File: config.mk
export PLATFORM = sky130hd
export DESIGN_NAME = dbgbrk_ctrl
export DESIGN_NICKNAME = d
export VERILOG_FILES = /design/src/dbgbrk_pkg.sv /design/src/dbgbrk_decode.sv /design/src/dbgbrk_ctrl.sv
export VERILOG_INCLUDE_DIRS = /design/src
export SDC_FILE = /design/constraint.sdc
export NUM_CORES = 1
export LEC_CHECK = 0
export BUFFER_PORTS_ARGS = -buffer_cell sky130_fd_sc_hd__buf_2
export CORE_MARGIN = 2
export CORE_UTILIZATION = 35
export DETAILED_ROUTE_END_ITERATION = 10
export HOLD_SLACK_MARGIN = 0.06
export SLEW_MARGIN = 30
export SYNTH_ARGS = -nofsm -noshare
export SYNTH_HDL_FRONTEND = slang
export SYNTH_HIERARCHICAL = 1
export SYNTH_SLANG_ARGS = --single-unit
File: constraint.sdc
create_clock -name clk -period 2.31 [get_ports clk]
set_input_delay 0.231 -clock clk [delete_from_list [all_inputs] [get_ports clk]]
set_output_delay 0.231 -clock clk [all_outputs]
set_load 0.05 [all_outputs]
File: src/dbgbrk_params.svh
// dbgbrk_params.svh: constants of the breakpoint control block
// assumes inclusion by the package and the modules of this block only
`ifndef DBGBRK_PARAMS_SVH
`define DBGBRK_PARAMS_SVH

`define DBGBRK_BREAK_OPCODE    8'h00
`define DBGBRK_ADDR_W          4
`define DBGBRK_ADDR_CTRL       4'h0
`define DBGBRK_ADDR_STAT       4'h1
`define DBGBRK_ADDR_IRQ_STAT   4'h2
`define DBGBRK_ADDR_IRQ_EN     4'h3
`define DBGBRK_ADDR_IRQ_CLR    4'h4
`define DBGBRK_CTRL_RESET      8'h00
`define DBGBRK_BIT_BP_EN       0
`define DBGBRK_BIT_LOOP_SEL    1
`define DBGBRK_BIT_DBG_REQ     2
`define DBGBRK_BIT_RESUME      3
`define DBGBRK_STAT_IDLE       0
`define DBGBRK_STAT_DEBUG      1
`define DBGBRK_STAT_IN_ISR     2
`define DBGBRK_EV_HALT         0
`define DBGBRK_EV_LOOP         1
`define DBGBRK_EV_IGNORED      2
`define DBGBRK_NUM_EV          3

`endif

File: src/dbgbrk_pkg.sv
// dbgbrk_pkg.sv: types shared by the breakpoint control block
// assumes dbgbrk_params.svh is reachable by bare name
`include "dbgbrk_params.svh"

package dbgbrk_pkg;
    typedef enum logic [1:0] {
        DBGBRK_RUN,
        DBGBRK_LOOP,
        DBGBRK_STOP_PEND,
        DBGBRK_DEBUG
    } dbgbrk_state_t;
    typedef logic [7:0]                 dbgbrk_byte_t;
    typedef logic [`DBGBRK_ADDR_W-1:0]  dbgbrk_addr_t;
endpackage

File: src/dbgbrk_decode.sv
// dbgbrk_decode.sv: spots the break opcode in the core's decode stage
// assumes opcode and decode_valid come from core logic on the same clock
`include "dbgbrk_params.svh"
`timescale 1ns/100ps
`default_nettype none

module dbgbrk_decode (
    input  wire logic                clk,
    input  wire logic                rst,
    input  wire dbgbrk_pkg::dbgbrk_byte_t opcode,
    input  wire logic                decode_valid,
    output logic                     break_indication
);
    import dbgbrk_pkg::*;

    wire is_break = decode_valid && (opcode == `DBGBRK_BREAK_OPCODE);

    always_ff @(posedge clk) begin
        if (rst) begin
            break_indication <= 1'b0;
        end else begin
            break_indication <= is_break;
        end
    end
endmodule // dbgbrk_decode

`default_nettype wire

File: src/dbgbrk_ctrl.sv
// dbgbrk_ctrl.sv: breakpoint handling of the on-chip debug unit
// assumes core signals on clk; software on a plain strobe register port
//
// Added by the designer: the placing of the registers and strobed register access.
`include "dbgbrk_params.svh"
`timescale 1ns/100ps
`default_nettype none

module dbgbrk_ctrl (
    input  wire logic                     clk,
    input  wire logic                     rst,
    input  wire dbgbrk_pkg::dbgbrk_byte_t opcode,
    input  wire logic                     decode_valid,
    input  wire logic                     irq_pending,
    input  wire logic                     irq_enabled,
    input  wire logic                     dma_pending,
    input  wire logic                     isr_active,
    input  wire dbgbrk_pkg::dbgbrk_addr_t reg_addr,
    input  wire dbgbrk_pkg::dbgbrk_byte_t reg_wdata,
    input  wire logic                     reg_wr,
    input  wire logic                     reg_rd,
    output dbgbrk_pkg::dbgbrk_byte_t      reg_rdata,
    output logic                          core_stall,
    output logic                          break_nop,
    output logic                          allow_irq,
    output logic                          allow_dma,
    output logic                          debug_mode,
    output logic                          irq_out
);
    import dbgbrk_pkg::*;

    dbgbrk_state_t state_reg;
    dbgbrk_state_t state_next;
    dbgbrk_byte_t  ctrl_reg;
    dbgbrk_byte_t  ctrl_next;
    logic [`DBGBRK_NUM_EV-1:0] ev_stat_reg;
    logic [`DBGBRK_NUM_EV-1:0] ev_en_reg;
    logic [`DBGBRK_NUM_EV-1:0] ev_set;
    logic [`DBGBRK_NUM_EV-1:0] ev_clr;
    logic          brk_ind;
    logic          stall_reg;
    logic          nop_reg;
    logic          allow_irq_reg;
    logic          allow_dma_reg;
    logic          debug_reg;
    logic          irq_reg;
    dbgbrk_byte_t  rdata_reg;
    dbgbrk_byte_t  rdata_next;

    dbgbrk_decode u_decode (
        .clk              (clk),
        .rst              (rst),
        .opcode           (opcode),
        .decode_valid     (decode_valid),
        .break_indication (brk_ind)
    );

    function automatic logic hit(input dbgbrk_addr_t a, input dbgbrk_addr_t t);
        hit = (a == t);
    endfunction

    wire bp_en    = ctrl_reg[`DBGBRK_BIT_BP_EN];
    wire loop_sel = ctrl_reg[`DBGBRK_BIT_LOOP_SEL];
    wire dbg_req  = ctrl_reg[`DBGBRK_BIT_DBG_REQ];
    wire wr_ctrl  = reg_wr && hit(reg_addr, `DBGBRK_ADDR_CTRL);
    wire wr_en    = reg_wr && hit(reg_addr, `DBGBRK_ADDR_IRQ_EN);
    wire wr_clr   = reg_wr && hit(reg_addr, `DBGBRK_ADDR_IRQ_CLR);
    wire resume   = wr_ctrl && reg_wdata[`DBGBRK_BIT_RESUME];
    wire in_loop  = (state_reg == DBGBRK_LOOP) || (state_reg == DBGBRK_STOP_PEND);
    // with bp_en set, a break met inside an irq routine halts, looping or not
    wire brk_halt = brk_ind && bp_en && (!loop_sel || isr_active);
    wire brk_loop = brk_ind && bp_en && loop_sel && !isr_active;
    wire brk_skip = brk_ind && !bp_en;

    always_comb begin
        state_next = state_reg;
        case (state_reg)
            DBGBRK_RUN: begin
                if (dbg_req || brk_halt) begin
                    state_next = DBGBRK_DEBUG;
                end else if (brk_loop) begin
                    state_next = DBGBRK_LOOP;
                end
            end
            DBGBRK_LOOP: begin
                if (brk_halt) begin
                    state_next = DBGBRK_DEBUG;
                end else if (!loop_sel) begin
                    state_next = DBGBRK_STOP_PEND;
                end
            end
            DBGBRK_STOP_PEND: begin
                // routine in flight must return to the break first
                if (!isr_active) begin
                    state_next = DBGBRK_DEBUG;
                end
            end
            DBGBRK_DEBUG: begin
                if (resume) begin
                    state_next = DBGBRK_RUN;
                end
            end
            default: state_next = DBGBRK_RUN;
        endcase
    end

    always_comb begin
        ctrl_next = ctrl_reg;
        if (wr_ctrl) begin
            ctrl_next = reg_wdata;
            ctrl_next[`DBGBRK_BIT_RESUME] = 1'b0;
        end
        // request is consumed once debug mode is reached
        if (state_reg == DBGBRK_DEBUG) begin
            ctrl_next[`DBGBRK_BIT_DBG_REQ] = 1'b0;
        end
    end

    assign ev_set[`DBGBRK_EV_HALT]    = (state_next == DBGBRK_DEBUG) &&
                                        (state_reg != DBGBRK_DEBUG);
    assign ev_set[`DBGBRK_EV_LOOP]    = (state_next == DBGBRK_LOOP) &&
                                        (state_reg == DBGBRK_RUN);
    assign ev_set[`DBGBRK_EV_IGNORED] = brk_skip;
    assign ev_clr = wr_clr ? reg_wdata[`DBGBRK_NUM_EV-1:0] : '0;

    always_comb begin
        rdata_next = 8'h00;
        if (reg_rd) begin
            if (hit(reg_addr, `DBGBRK_ADDR_CTRL)) begin
                rdata_next = ctrl_reg;
            end else if (hit(reg_addr, `DBGBRK_ADDR_STAT)) begin
                rdata_next[`DBGBRK_STAT_IDLE]   = in_loop;
                rdata_next[`DBGBRK_STAT_DEBUG]  = (state_reg == DBGBRK_DEBUG);
                rdata_next[`DBGBRK_STAT_IN_ISR] = isr_active;
            end else if (hit(reg_addr, `DBGBRK_ADDR_IRQ_STAT)) begin
                rdata_next[`DBGBRK_NUM_EV-1:0] = ev_stat_reg;
            end else if (hit(reg_addr, `DBGBRK_ADDR_IRQ_EN)) begin
                rdata_next[`DBGBRK_NUM_EV-1:0] = ev_en_reg;
            end
        end
    end

    wire [`DBGBRK_NUM_EV-1:0] ev_stat_next = (ev_stat_reg & ~ev_clr) | ev_set;
    wire stall_next = (state_next == DBGBRK_DEBUG) ||
                      ((state_next != DBGBRK_RUN) && !irq_pending && !dma_pending);

    always_ff @(posedge clk) begin
        if (rst) begin
            state_reg     <= DBGBRK_RUN;
            ctrl_reg      <= `DBGBRK_CTRL_RESET;
            ev_stat_reg   <= '0;
            ev_en_reg     <= '0;
            stall_reg     <= 1'b0;
            nop_reg       <= 1'b0;
            allow_irq_reg <= 1'b0;
            allow_dma_reg <= 1'b0;
            debug_reg     <= 1'b0;
            irq_reg       <= 1'b0;
            rdata_reg     <= 8'h00;
        end else begin
            state_reg     <= state_next;
            ctrl_reg      <= ctrl_next;
            ev_stat_reg   <= ev_stat_next; // set wins over clear
            if (wr_en) begin
                ev_en_reg <= reg_wdata[`DBGBRK_NUM_EV-1:0];
            end
            stall_reg     <= stall_next;
            nop_reg       <= brk_skip;
            // looping core keeps taking dma; irqs only if software enabled them
            allow_irq_reg <= (state_next == DBGBRK_LOOP || state_next == DBGBRK_STOP_PEND)
                             && irq_enabled;
            allow_dma_reg <= (state_next != DBGBRK_DEBUG);
            debug_reg     <= (state_next == DBGBRK_DEBUG);
            irq_reg       <= |(ev_stat_next & ev_en_reg);
            rdata_reg     <= rdata_next;
        end
    end

    assign reg_rdata  = rdata_reg;
    assign core_stall = stall_reg;
    assign break_nop  = nop_reg;
    assign allow_irq  = allow_irq_reg;
    assign allow_dma  = allow_dma_reg;
    assign debug_mode = debug_reg;
    assign irq_out    = irq_reg;
endmodule // dbgbrk_ctrl

`default_nettype wire

==> results of run 1 <==
[metal layers]
metal / share of wire (%) / vias up / track usage (%)
met4: 2.1 / 0 / 9.69
met1: 42 / 539 / 18.4
li1: - / 592 / -
met2: 48 / 51 / 26.1
met3: 7.0 / 7 / 4.22
met5: 0 / - / 0
[through the flow]
| stage | TNS, ps | hold slack [ps] | util [%] |
|---|---|---|---|
| 2_1_floorplan | 0 | 301 | - |
| 3_3_place_gp | 0 | 399 | 43.7 |
| 3_5_place_dp | 0 | 406 | 43.7 |
| 4_1_cts | 0 | 103 | 46.1 |
| 5_1_grt | -13.8 | 116 | 46.4 |
| 6_report | 0 | 108 | 46.4 |
[area by class of cell]
type	count	area (um2)
well taps	48	60.1
fillers	370	1990
multi-input cells	99	729
repair buffers	45	235
clock inverters	3	17.5
clock buffers	5	68.8
inverters	7	26.3
flip-flops and latches	29	586
[final timing paths]
path              slack, ps                   endpoint         from  depth (start not counted)
setup / recovery        100                    irq_out  ctrl_reg[1]                         10
hold / removal          110  u_decode/break_indication    opcode[3]                          2
setup reg to reg        100                    irq_out  ctrl_reg[1]                         10
hold reg to reg         450                ctrl_reg[5]  ctrl_reg[5]                          2
[cells in the final DEF (no fill, tap or decap), drive strengths merged, types with 2 or more instances in the layout]
cell type  count
a21oi          7
nor3           3
nand2         10
nand3         12
ha             7
dfxtp         29
nor2b          7
mux4           3
inv            7
mux2i          5
nand2b         4
nor4           2
and2           4
clkinv         2
a41oi          2
buf           45
nor2          11
clkbuf         5
nor3b          2
and3           2
or3            3
[kinds of logic (layout without fill, tap and decap cells)]
kind of cell               count (synthesis)  count (layout)  share of synthesized area, %
muxes                                      8               8                          9.32
other                                      1               1                         0.271
adders and majority gates                  7               7                          6.33
and+or+nand+nor                           64              64                          26.2
DFF                                       29              29                          42.0
buffers and inverters                     14              60                          5.79
AOI/OAI and AO/OA                         19              19                          10.0
[report_power, final]
part           switching (mW)  internal, mW  leakage, nW
sequential             0.0449         0.571        0.236
combinational           0.393         0.266        0.492
clock                   0.198         0.207       0.0439
total                   0.636          1.04        0.772
[what timing repair did]
item | CTS | global route
endpoints found under the hold margin | 0 | 0
setup endpoints to repair | 1 | 1
resized for setup | 2 | 3
==> impl_metrics.env, run 1 <==
export IMPL_hpwlAfterDp_um=2510
export IMPL_initial_utilization_pct=37.2
export IMPL_post_synth_num_cell_types=41
export IMPL_core_area_mm2=0.00372
export IMPL_grt_overflow_total=0
export IMPL_finalInstanceArea_mm2=0.00172
export IMPL_htreeDepth=2
export IMPL_report_power_total_mw=1.68
export IMPL_synth_yosys_warnings=6
export IMPL_num_rows=22
export IMPL_p_leak_nw=0.772
export IMPL_maximum_number_of_pins_on_one_net_before_global_route_repair=21
export IMPL_primary_flip_flop_cell_chosen_by_synthesis_mapping="sky130_fd_sc_hd__dfxtp_1"
export IMPL_post_synth_most_frequent_cells="sky130_fd_sc_hd__dfxtp_1 (29), sky130_fd_sc_hd__nand3_1 (11), sky130_fd_sc_hd__nor2_1 (11)"
export IMPL_grt_pass1_vias=1159
export IMPL_post_drt_wl_per_cell_um=13.5
export IMPL_synth_largest_area_cell="sky130_fd_sc_hd__dfxtp_1"
export IMPL_placed_cells=228
export IMPL_synth_seq_area_share_pct=42.0
export IMPL_worstSetupEndpointType="flip-flop"
export IMPL_instance_count_of_the_mapped_netlist=142
export IMPL_worstPathCellList="nand2b_1 -> a32o_1 -> a211oi_2 -> or2_4 -> inv_1 -> ha_1 -> nor2b_1 -> a21oi_1 -> nor2_1 -> a211o_1"
export IMPL_first_drt_iteration_drcs=50
export IMPL_timing_fmax_ghz=0.452
export IMPL_peak_per_stage_delay_on_the_critical_path_ps=410
export IMPL_wl_um=3190
export IMPL_path_class="reg2reg"
export IMPL_final_critical_path_setup_slack_ps=96.5
export IMPL_finalNetCount=223
export IMPL_cp_delay_by_family_top="compound AO/OA/AOI/OAI gates"
export IMPL_wire_length_of_the_first_global_routing_pass_um=5090
export IMPL_yosys_register_bits=29
export IMPL_root_buffer_master="sky130_fd_sc_hd__clkbuf_8"
export IMPL_worst_endpoint_arrival_ps=2380
export IMPL_die_h_um=66.9
export IMPL_post_route_drc_count=0
export IMPL_hold_class="in2reg"
export IMPL_slew_violations=0
export IMPL_cts_setup_buffers=0
export IMPL_mappedNetlistNets=178
export IMPL_final_estimated_routing_congestion_in_global_placement=0.779
export IMPL_power_ir_vdd_worst_mv=0.492
export IMPL_hold_buffers=0
export IMPL_dp_slack_ps=9.37
export IMPL_max_cap_violations=0
export IMPL_fp_dieW_um=66.9
export IMPL_cts_tree="built"
export IMPL_cts_sinks=29
export IMPL_synth_async_reset_ratio_pct=0
export IMPL_clkLatencyLatePin_ps=290
export IMPL_peak_fanout_along_the_critical_path=5
export IMPL_final_setup_viol_count=0
export IMPL_vias_per_cell=5.04
export IMPL_io_pins=43
export IMPL_layoutNonFillerInstCount=236
export IMPL_postSynthAreaPerCell_um2=9.74
export IMPL_synth_top_cell_area_share_pct=42.0
export IMPL_timing_critical_path_slowest_stage_cell="sky130_fd_sc_hd__dfxtp_1"
export IMPL_layout_area_overhead_vs_synth_pct=24.6
export IMPL_final_antenna_net_count=0
export IMPL_clkSlewWorstSetupHoldPaths_ps=70
export IMPL_critical_path_buf_inv_count=1
export IMPL_timing_hold_violations_final=0
export IMPL_final_min_period_over_clock_period_pct=95.8
export IMPL_antenna_found_initial=0
export IMPL_placement_cell_area_mm2=0.00162
export IMPL_timing_critical_path_from_type="flip-flop"
export IMPL_cp_data_required_time_ps=2480
export IMPL_final_setup_skew_ps=8.67
export IMPL_post_route_cells_drive_above_1_share_pct=32.4
export IMPL_grtUsageTotal_pct=15.9
export IMPL_drt_pre_antenna_iters=4
export IMPL_die_area_mm2=0.00447
export IMPL_finalWorstPathRequiredPeriod_ps=2210
export IMPL_route_vias_total=1189
export IMPL_synthTopCellsByArea="sky130_fd_sc_hd__dfxtp_1 (42%), sky130_fd_sc_hd__ha_1 (6.3%), sky130_fd_sc_hd__mux4_1 (5.7%), sky130_fd_sc_hd__nand3_1 (4.0%), sky130_fd_sc_hd__mux2i_1 (3.6%)"
export IMPL_power_dens_cells_mw_per_mm2=975
export IMPL_tritoncts_num_buffers=5
export IMPL_num_antenna_cells=0
export IMPL_status="finished clean"
export IMPL_synth_edf_count=0
export IMPL_synth_most_common_cell="sky130_fd_sc_hd__dfxtp_1"
export IMPL_clock_path_buffers=2
export IMPL_buffer_ports_inserted=41
export IMPL_synth_area_mm2=0.00138
Note: power is estimated with default switching activity, not from simulation.
==> run 2: changes to the inputs <==
Settings changed: SYNTH_HIERARCHICAL 1 to default.
==> run 2 against run 1 <==
  * Register-to-register slack better by 60 ps
  * Clock skew is 4.3 ps lower
  * Combinational power is 14% higher
  * Sequential power hardly changed
  * Clock power is 1% lower
  * Utilization is 0.62 points higher
  * Worst hold slack better by 69 ps
  * Area after synthesis is 1.5% lower
  * Via count is 0.76% higher
  * Cell count is 1.7% lower
  * First-iteration DRC count is 28% lower
==> impl_metrics.env, run 2 <==
export IMPL_primary_flip_flop_cell_chosen_by_synthesis_mapping="sky130_fd_sc_hd__dfxtp_1"
export IMPL_synth_most_common_cell="sky130_fd_sc_hd__dfxtp_1"
export IMPL_vias_per_cell=5.16
export IMPL_max_cap_violations=0
export IMPL_final_setup_skew_ps=4.37
export IMPL_power_dens_cells_mw_per_mm2=1020
export IMPL_status="finished clean"
export IMPL_timing_critical_path_from_type="flip-flop"
export IMPL_maximum_number_of_pins_on_one_net_before_global_route_repair=20
export IMPL_hold_end="allow_irq"
export IMPL_worst_r2r_cell_count=10
export IMPL_antenna_found_initial=0
export IMPL_hpwlAfterDp_um=2410
export IMPL_io_pins=43
export IMPL_postSynthAreaPerCell_um2=10.1
export IMPL_timing_reg2reg_setup_slack_ps=160
export IMPL_post_synth_num_cell_types=38
export IMPL_clkSlewWorstSetupHoldPaths_ps=60
export IMPL_final_estimated_routing_congestion_in_global_placement=0.822
export IMPL_clock_path_buffers=2
export IMPL_clkLatencyLatePin_ps=280
export IMPL_first_drt_iteration_drcs=36
export IMPL_timing_hold_violations_final=0
export IMPL_tritoncts_num_buffers=5
export IMPL_area_sequential_um2=583
export IMPL_worst_r2r_startpoint="state_reg[0]"
export IMPL_hold_class="in2reg"
export IMPL_worst_endpoint_arrival_ps=2320
export IMPL_num_antenna_cells=0
export IMPL_route_vias_total=1198
export IMPL_initial_utilization_pct=36.9
export IMPL_worst_hold_startpoint="irq_enabled"
export IMPL_buffer_ports_inserted=41
export IMPL_totalNegativeSetupSlack_ps=0
export IMPL_synth_top_cell_area_share_pct=42.6
export IMPL_die_area_mm2=0.00440
export IMPL_final_min_period_over_clock_period_pct=93.1
export IMPL_layout_area_overhead_vs_synth_pct=27.3
export IMPL_post_drt_wl_per_cell_um=14.2
export IMPL_path_class="reg2reg"
export IMPL_wl_um=3300
export IMPL_final_fill_count=387
export IMPL_grtUsageTotal_pct=17.2
export IMPL_post_route_cells_drive_above_1_share_pct=37.0
export IMPL_htreeDepth=2
export IMPL_synth_area_mm2=0.00136
export IMPL_cp_data_required_time_ps=2480
export IMPL_yosys_register_bits=29
export IMPL_timing_fmax_ghz=0.465
export IMPL_fp_dieW_um=66.4
export IMPL_power_ir_vdd_worst_mv=0.691
export IMPL_synthTopCellsByArea="sky130_fd_sc_hd__dfxtp_1 (43%), sky130_fd_sc_hd__ha_1 (6.4%), sky130_fd_sc_hd__mux4_1 (5.8%), sky130_fd_sc_hd__nand3_1 (4.4%), sky130_fd_sc_hd__mux2i_1 (3.7%)"
export IMPL_cts_sinks=29
export IMPL_core_area_mm2=0.00369
export IMPL_most_common_cell_after_layout_fill_and_taps_aside="sky130_fd_sc_hd__buf_2"
export IMPL_worstSetupEndpointType="flip-flop"
export IMPL_num_rows=22
export IMPL_synth_async_reset_ratio_pct=0
export IMPL_finalNetCount=219
export IMPL_die_h_um=66.4
export IMPL_grt_pass1_vias=1183
export IMPL_mappedNetlistNets=171
export IMPL_synth_seq_area_share_pct=42.6
export IMPL_wire_length_of_the_first_global_routing_pass_um=5540
export IMPL_grt_overflow_total=0
export IMPL_finalWorstPathRequiredPeriod_ps=2150
export IMPL_synth_largest_area_cell="sky130_fd_sc_hd__dfxtp_1"
export IMPL_hold_buffers=0
export IMPL_peak_fanout_along_the_critical_path=5
export IMPL_synth_edf_count=0
export IMPL_slew_violations=0
export IMPL_p_leak_nw=0.790
export IMPL_post_synth_most_frequent_cells="sky130_fd_sc_hd__dfxtp_1 (29), sky130_fd_sc_hd__nand3_1 (12), sky130_fd_sc_hd__nand2_1 (10)"
export IMPL_instance_count_of_the_mapped_netlist=135
export IMPL_grt_setup_unrepaired="false"
export IMPL_hold_path_cell_count=2
export IMPL_final_setup_viol_count=0
export IMPL_timing_rr_end="irq_out"
export IMPL_cts_tree="built"
export IMPL_most_common_layout_cells="sky130_fd_sc_hd__buf_2 (41), sky130_fd_sc_hd__dfxtp_1 (27), sky130_fd_sc_hd__nand3_1 (12), sky130_fd_sc_hd__nand2_1 (10), sky130_fd_sc_hd__nor2_1 (9)"
export IMPL_post_route_drc_count=0
export IMPL_multi_input_comb_area_um2=731
export IMPL_drt_pre_antenna_iters=4
export IMPL_final_antenna_net_count=0
export IMPL_synth_yosys_warnings=0
export IMPL_report_power_total_mw=1.76
export IMPL_root_buffer_master="sky130_fd_sc_hd__clkbuf_8"
-- run 2: critical path, stage by stage (launching register included) --
cell,delay (ps)
sky130_fd_sc_hd__dfxtp_2,360
sky130_fd_sc_hd__inv_2,100
sky130_fd_sc_hd__ha_1,230
sky130_fd_sc_hd__nor2b_4,200
sky130_fd_sc_hd__a32o_1,200
sky130_fd_sc_hd__inv_1,50
sky130_fd_sc_hd__ha_1,210
sky130_fd_sc_hd__nor2b_1,140
sky130_fd_sc_hd__o21a_1,210
sky130_fd_sc_hd__a221oi_2,250
sky130_fd_sc_hd__o31ai_1,90
-- run 2: report_power, final --
group / switching (mW) / leakage [nW] / internal [mW]
registers: 0.0498 / 0.236 / 0.567
logic: 0.430 / 0.509 / 0.317
clock network: 0.193 / 0.0450 / 0.208
total: 0.672 / 0.790 / 1.09
-- run 2: worst max-delay path by stage --
| stage | from | to | slack [ps] | cells after the start |
|---|---|---|---|---|
| floorplan | reg_addr[0] | irq_out | 130 | 11 |
| global placement | state_reg[1] | irq_out | 170 | 9 |
| detailed placement | state_reg[1] | irq_out | -0.1 | 9 |
| CTS | state_reg[0] | irq_out | 60 | 10 |
| global route | state_reg[1] | irq_out | 1 | 10 |
| finish | state_reg[0] | irq_out | 160 | 10 |
-- run 2: logic make-up after synthesis --
family | count (synthesis) | synth area share, %
AND/OR/NAND/NOR | 57 | 24.2
AO/OA/AOI/OAI | 20 | 12.2
adder cells (fa/ha/maj) | 7 | 6.43
other | 1 | 0.275
multiplexers | 8 | 9.47
buffers and inverters | 13 | 4.78
flip-flops | 29 | 42.6
-- run 2: repair_timing --
action	CTS	global route
setup endpoints to repair	1	1
resized for setup	2	4
pin swaps	1	0
setup buffers	1	0
-- run 2: final cells by class --
| class | count | share of cell area [%] |
|---|---|---|
| Clock inverter | 2 | 0.578 |
| Clock buffer | 6 | 4.19 |
| Tap cell | 48 | 3.47 |
| Inverter | 7 | 1.52 |
| Timing Repair Buffer | 47 | 14.4 |
| Sequential cell | 29 | 33.6 |
| Multi-Input combinational cell | 93 | 42.2 |
-- run 2: per-stage QoR --
step / std cells / setup slack, ps / utilization (%) / instance area (um2) / hold WS [ps]
3_5_place_dp: 223 / -0.0953 / 44.1 / 1630 / 444
6_report: 232 / 160 / 47.0 / 1730 / 177
3_3_place_gp: 223 / 165 / 44.1 / 1630 / 435
5_1_grt: 232 / 1.04 / 47.0 / 1730 / 194
4_1_cts: 232 / 57.6 / 46.8 / 1730 / 174
2_1_floorplan: 135 / 135 / - / 1360 / 378
-- run 2: per-layer routing --
layer  vias to the layer above  global-route usage (%)  share of wire (%)
met5                         -                       0                  0
met4                         0                    8.42                3.3
met3                        11                    5.62                6.9
met2                        61                    29.5                 48
met1                       545                    19.0                 42
li1                        581                       -                  -
==> run 3: changes to the inputs <==
Settings changed: MAX_ROUTING_LAYER from default to met4, PLACE_DENSITY_LB_ADDON from default to 0.1.
==> run 3 against run 2 <==
  * Cell count fell by 0.43%
  * Sequential share of layout area is 0.17 points lower
  * Highest routed layer unchanged
  * Largest cell class unchanged
  * Sequential cell count did not move
  * Design area rose by 0.51%
  * First-iteration DRC count increased by 78%
  * Clock power rose by 14%
  * Critical path type unchanged
  * Register-to-register slack worse by 40 ps
  * Count of clock-buffer cells in the layout rose by 1
  * Global-route usage decreased by 1.2 points
  * Sequential power fell by 1%
  * Critical path depth down 1
==> impl_metrics.env, run 3 (same netlist as run 2, synthesis figures left out) <==
export IMPL_antenna_found_initial=0
export IMPL_most_common_layout_cells="sky130_fd_sc_hd__buf_2 (41), sky130_fd_sc_hd__dfxtp_1 (27), sky130_fd_sc_hd__nand3_1 (12), sky130_fd_sc_hd__nand2_1 (10), sky130_fd_sc_hd__nor2_1 (9)"
export IMPL_timing_hold_violations_final=0
export IMPL_die_h_um=66.4
export IMPL_route_met2_wl_um=1530
export IMPL_final_estimated_routing_congestion_in_global_placement=0.806
export IMPL_cp_data_required_time_ps=2470
export IMPL_finalNetCount=218
export IMPL_hold_class="in2reg"
export IMPL_wl_met1_um=1440
export IMPL_vias_per_cell=5.01
export IMPL_num_antenna_cells=0
export IMPL_drt_pre_antenna_iters=4
export IMPL_power_dens_cells_mw_per_mm2=1010
export IMPL_cts_setup_buffers=0
export IMPL_final_critical_path_setup_slack_ps=119
export IMPL_clkSlewWorstSetupHoldPaths_ps=60
export IMPL_most_common_cell_after_layout_fill_and_taps_aside="sky130_fd_sc_hd__buf_2"
export IMPL_initial_utilization_pct=36.9
export IMPL_post_drt_wl_per_cell_um=13.9
export IMPL_finalWorstPathRequiredPeriod_ps=2190
export IMPL_peak_per_stage_delay_on_the_critical_path_ps=380
export IMPL_final_setup_skew_ps=3.95
export IMPL_placement_cell_area_mm2=0.00163
export IMPL_grt_overflow_total=0
export IMPL_wl_met3_um=198
export IMPL_clkLatencyLatePin_ps=280
export IMPL_post_route_cells_drive_above_1_share_pct=37.2
export IMPL_clock_path_buffers=2
export IMPL_worst_endpoint_arrival_ps=2350
export IMPL_hold_buffers=0
export IMPL_layout_area_overhead_vs_synth_pct=27.9
export IMPL_final_setup_viol_count=0
export IMPL_final_antenna_net_count=0
export IMPL_placed_cells=223
export IMPL_finalInstanceArea_mm2=0.00174
export IMPL_path_class="reg2reg"
export IMPL_max_cap_violations=0
export IMPL_whs_ps=189
export IMPL_dp_slack_ps=33.7
export IMPL_post_cts_resized=0
export IMPL_cts_sinks=29
export IMPL_core_area_mm2=0.00369
export IMPL_timing_critical_path_from_type="flip-flop"
export IMPL_num_rows=22
export IMPL_root_buffer_master="sky130_fd_sc_hd__clkbuf_8"
export IMPL_peak_fanout_along_the_critical_path=7
export IMPL_die_area_mm2=0.00440
export IMPL_grtUsageTotal_pct=16.0
export IMPL_layoutNonFillerInstCount=231
export IMPL_worstSetupEndpointType="flip-flop"
export IMPL_maximum_number_of_pins_on_one_net_before_global_route_repair=20
export IMPL_status="finished clean"
export IMPL_route_vias_total=1157
export IMPL_first_drt_iteration_drcs=64
export IMPL_p_leak_nw=0.787
export IMPL_post_route_drc_count=0
export IMPL_buffer_ports_inserted=41
export IMPL_critical_path_most_common_cell="sky130_fd_sc_hd__ha_1"
export IMPL_wire_length_of_the_first_global_routing_pass_um=4980
export IMPL_power_ir_vdd_worst_mv=0.557
export IMPL_htreeDepth=2
export IMPL_wl_um=3210
export IMPL_cts_tree="built"
export IMPL_slew_violations=0
export IMPL_grt_pass1_vias=1072
export IMPL_top_layer_used="met4"
export IMPL_fp_dieW_um=66.4
export IMPL_timing_fmax_ghz=0.456
export IMPL_hpwlAfterDp_um=2480
export IMPL_critical_path_buf_inv_count=1
export IMPL_totalNegativeSetupSlack_ps=0
export IMPL_io_pins=43
export IMPL_worstPathCellList="inv_1 -> ha_1 -> a22oi_1 -> a32oi_2 -> ha_1 -> nor2b_1 -> o21a_1 -> a221oi_2 -> o31ai_1"
export IMPL_timing_critical_path_slowest_stage_cell="sky130_fd_sc_hd__dfxtp_2"
export IMPL_final_min_period_over_clock_period_pct=94.9
export IMPL_cp_delay_by_family_top="compound AO/OA/AOI/OAI gates"
export IMPL_tritoncts_num_buffers=5
[run 3: worst paths after layout]
path / cells after the start / from / slack (ps) / endpoint
max: 9 / state_reg[1] / 120 / irq_out
min: 2 / irq_enabled / 190 / allow_irq
max reg2reg: 9 / state_reg[1] / 120 / irq_out
min reg2reg: 2 / ctrl_reg[5] / 450 / ctrl_reg[5]
[run 3: layer usage]
layer	vias to the layer above	track usage (%)
li1	575	-
met1	542	19.0
met2	36	25.1
met3	4	4.94
met4	0	6.89
met5	-	-
[run 3: final cells by class]
type                    count  area [um2]
flip-flops and latches     29         583
clock buffers               7        96.3
fillers                   376        1950
multi-input cells          93         728
repair buffers             46         243
well taps                  48        60.1
inverters                   7        26.3
clock inverters             1        5.00
[run 3: through the flow]
stage	total power, mW	utilization (%)
floorplan	1.08	-
global placement	1.27	44.1
detailed placement	1.28	44.1
CTS	1.74	46.8
global route	1.87	47.2
finish	1.75	47.2
[run 3: where the power goes]
group          switching (mW)  total [mW]  internal, mW
clock network           0.190       0.458         0.269
registers              0.0410       0.608         0.567
logic                   0.403       0.688         0.285
[run 3: worst register-to-register path, cell delays in order, from the launching register on]
cell	delay [ps]
sky130_fd_sc_hd__dfxtp_2	380
sky130_fd_sc_hd__inv_1	90
sky130_fd_sc_hd__ha_1	230
sky130_fd_sc_hd__a22oi_1	240
sky130_fd_sc_hd__a32oi_2	190
sky130_fd_sc_hd__ha_1	230
sky130_fd_sc_hd__nor2b_1	130
sky130_fd_sc_hd__o21a_1	210
sky130_fd_sc_hd__a221oi_2	270
sky130_fd_sc_hd__o31ai_1	100
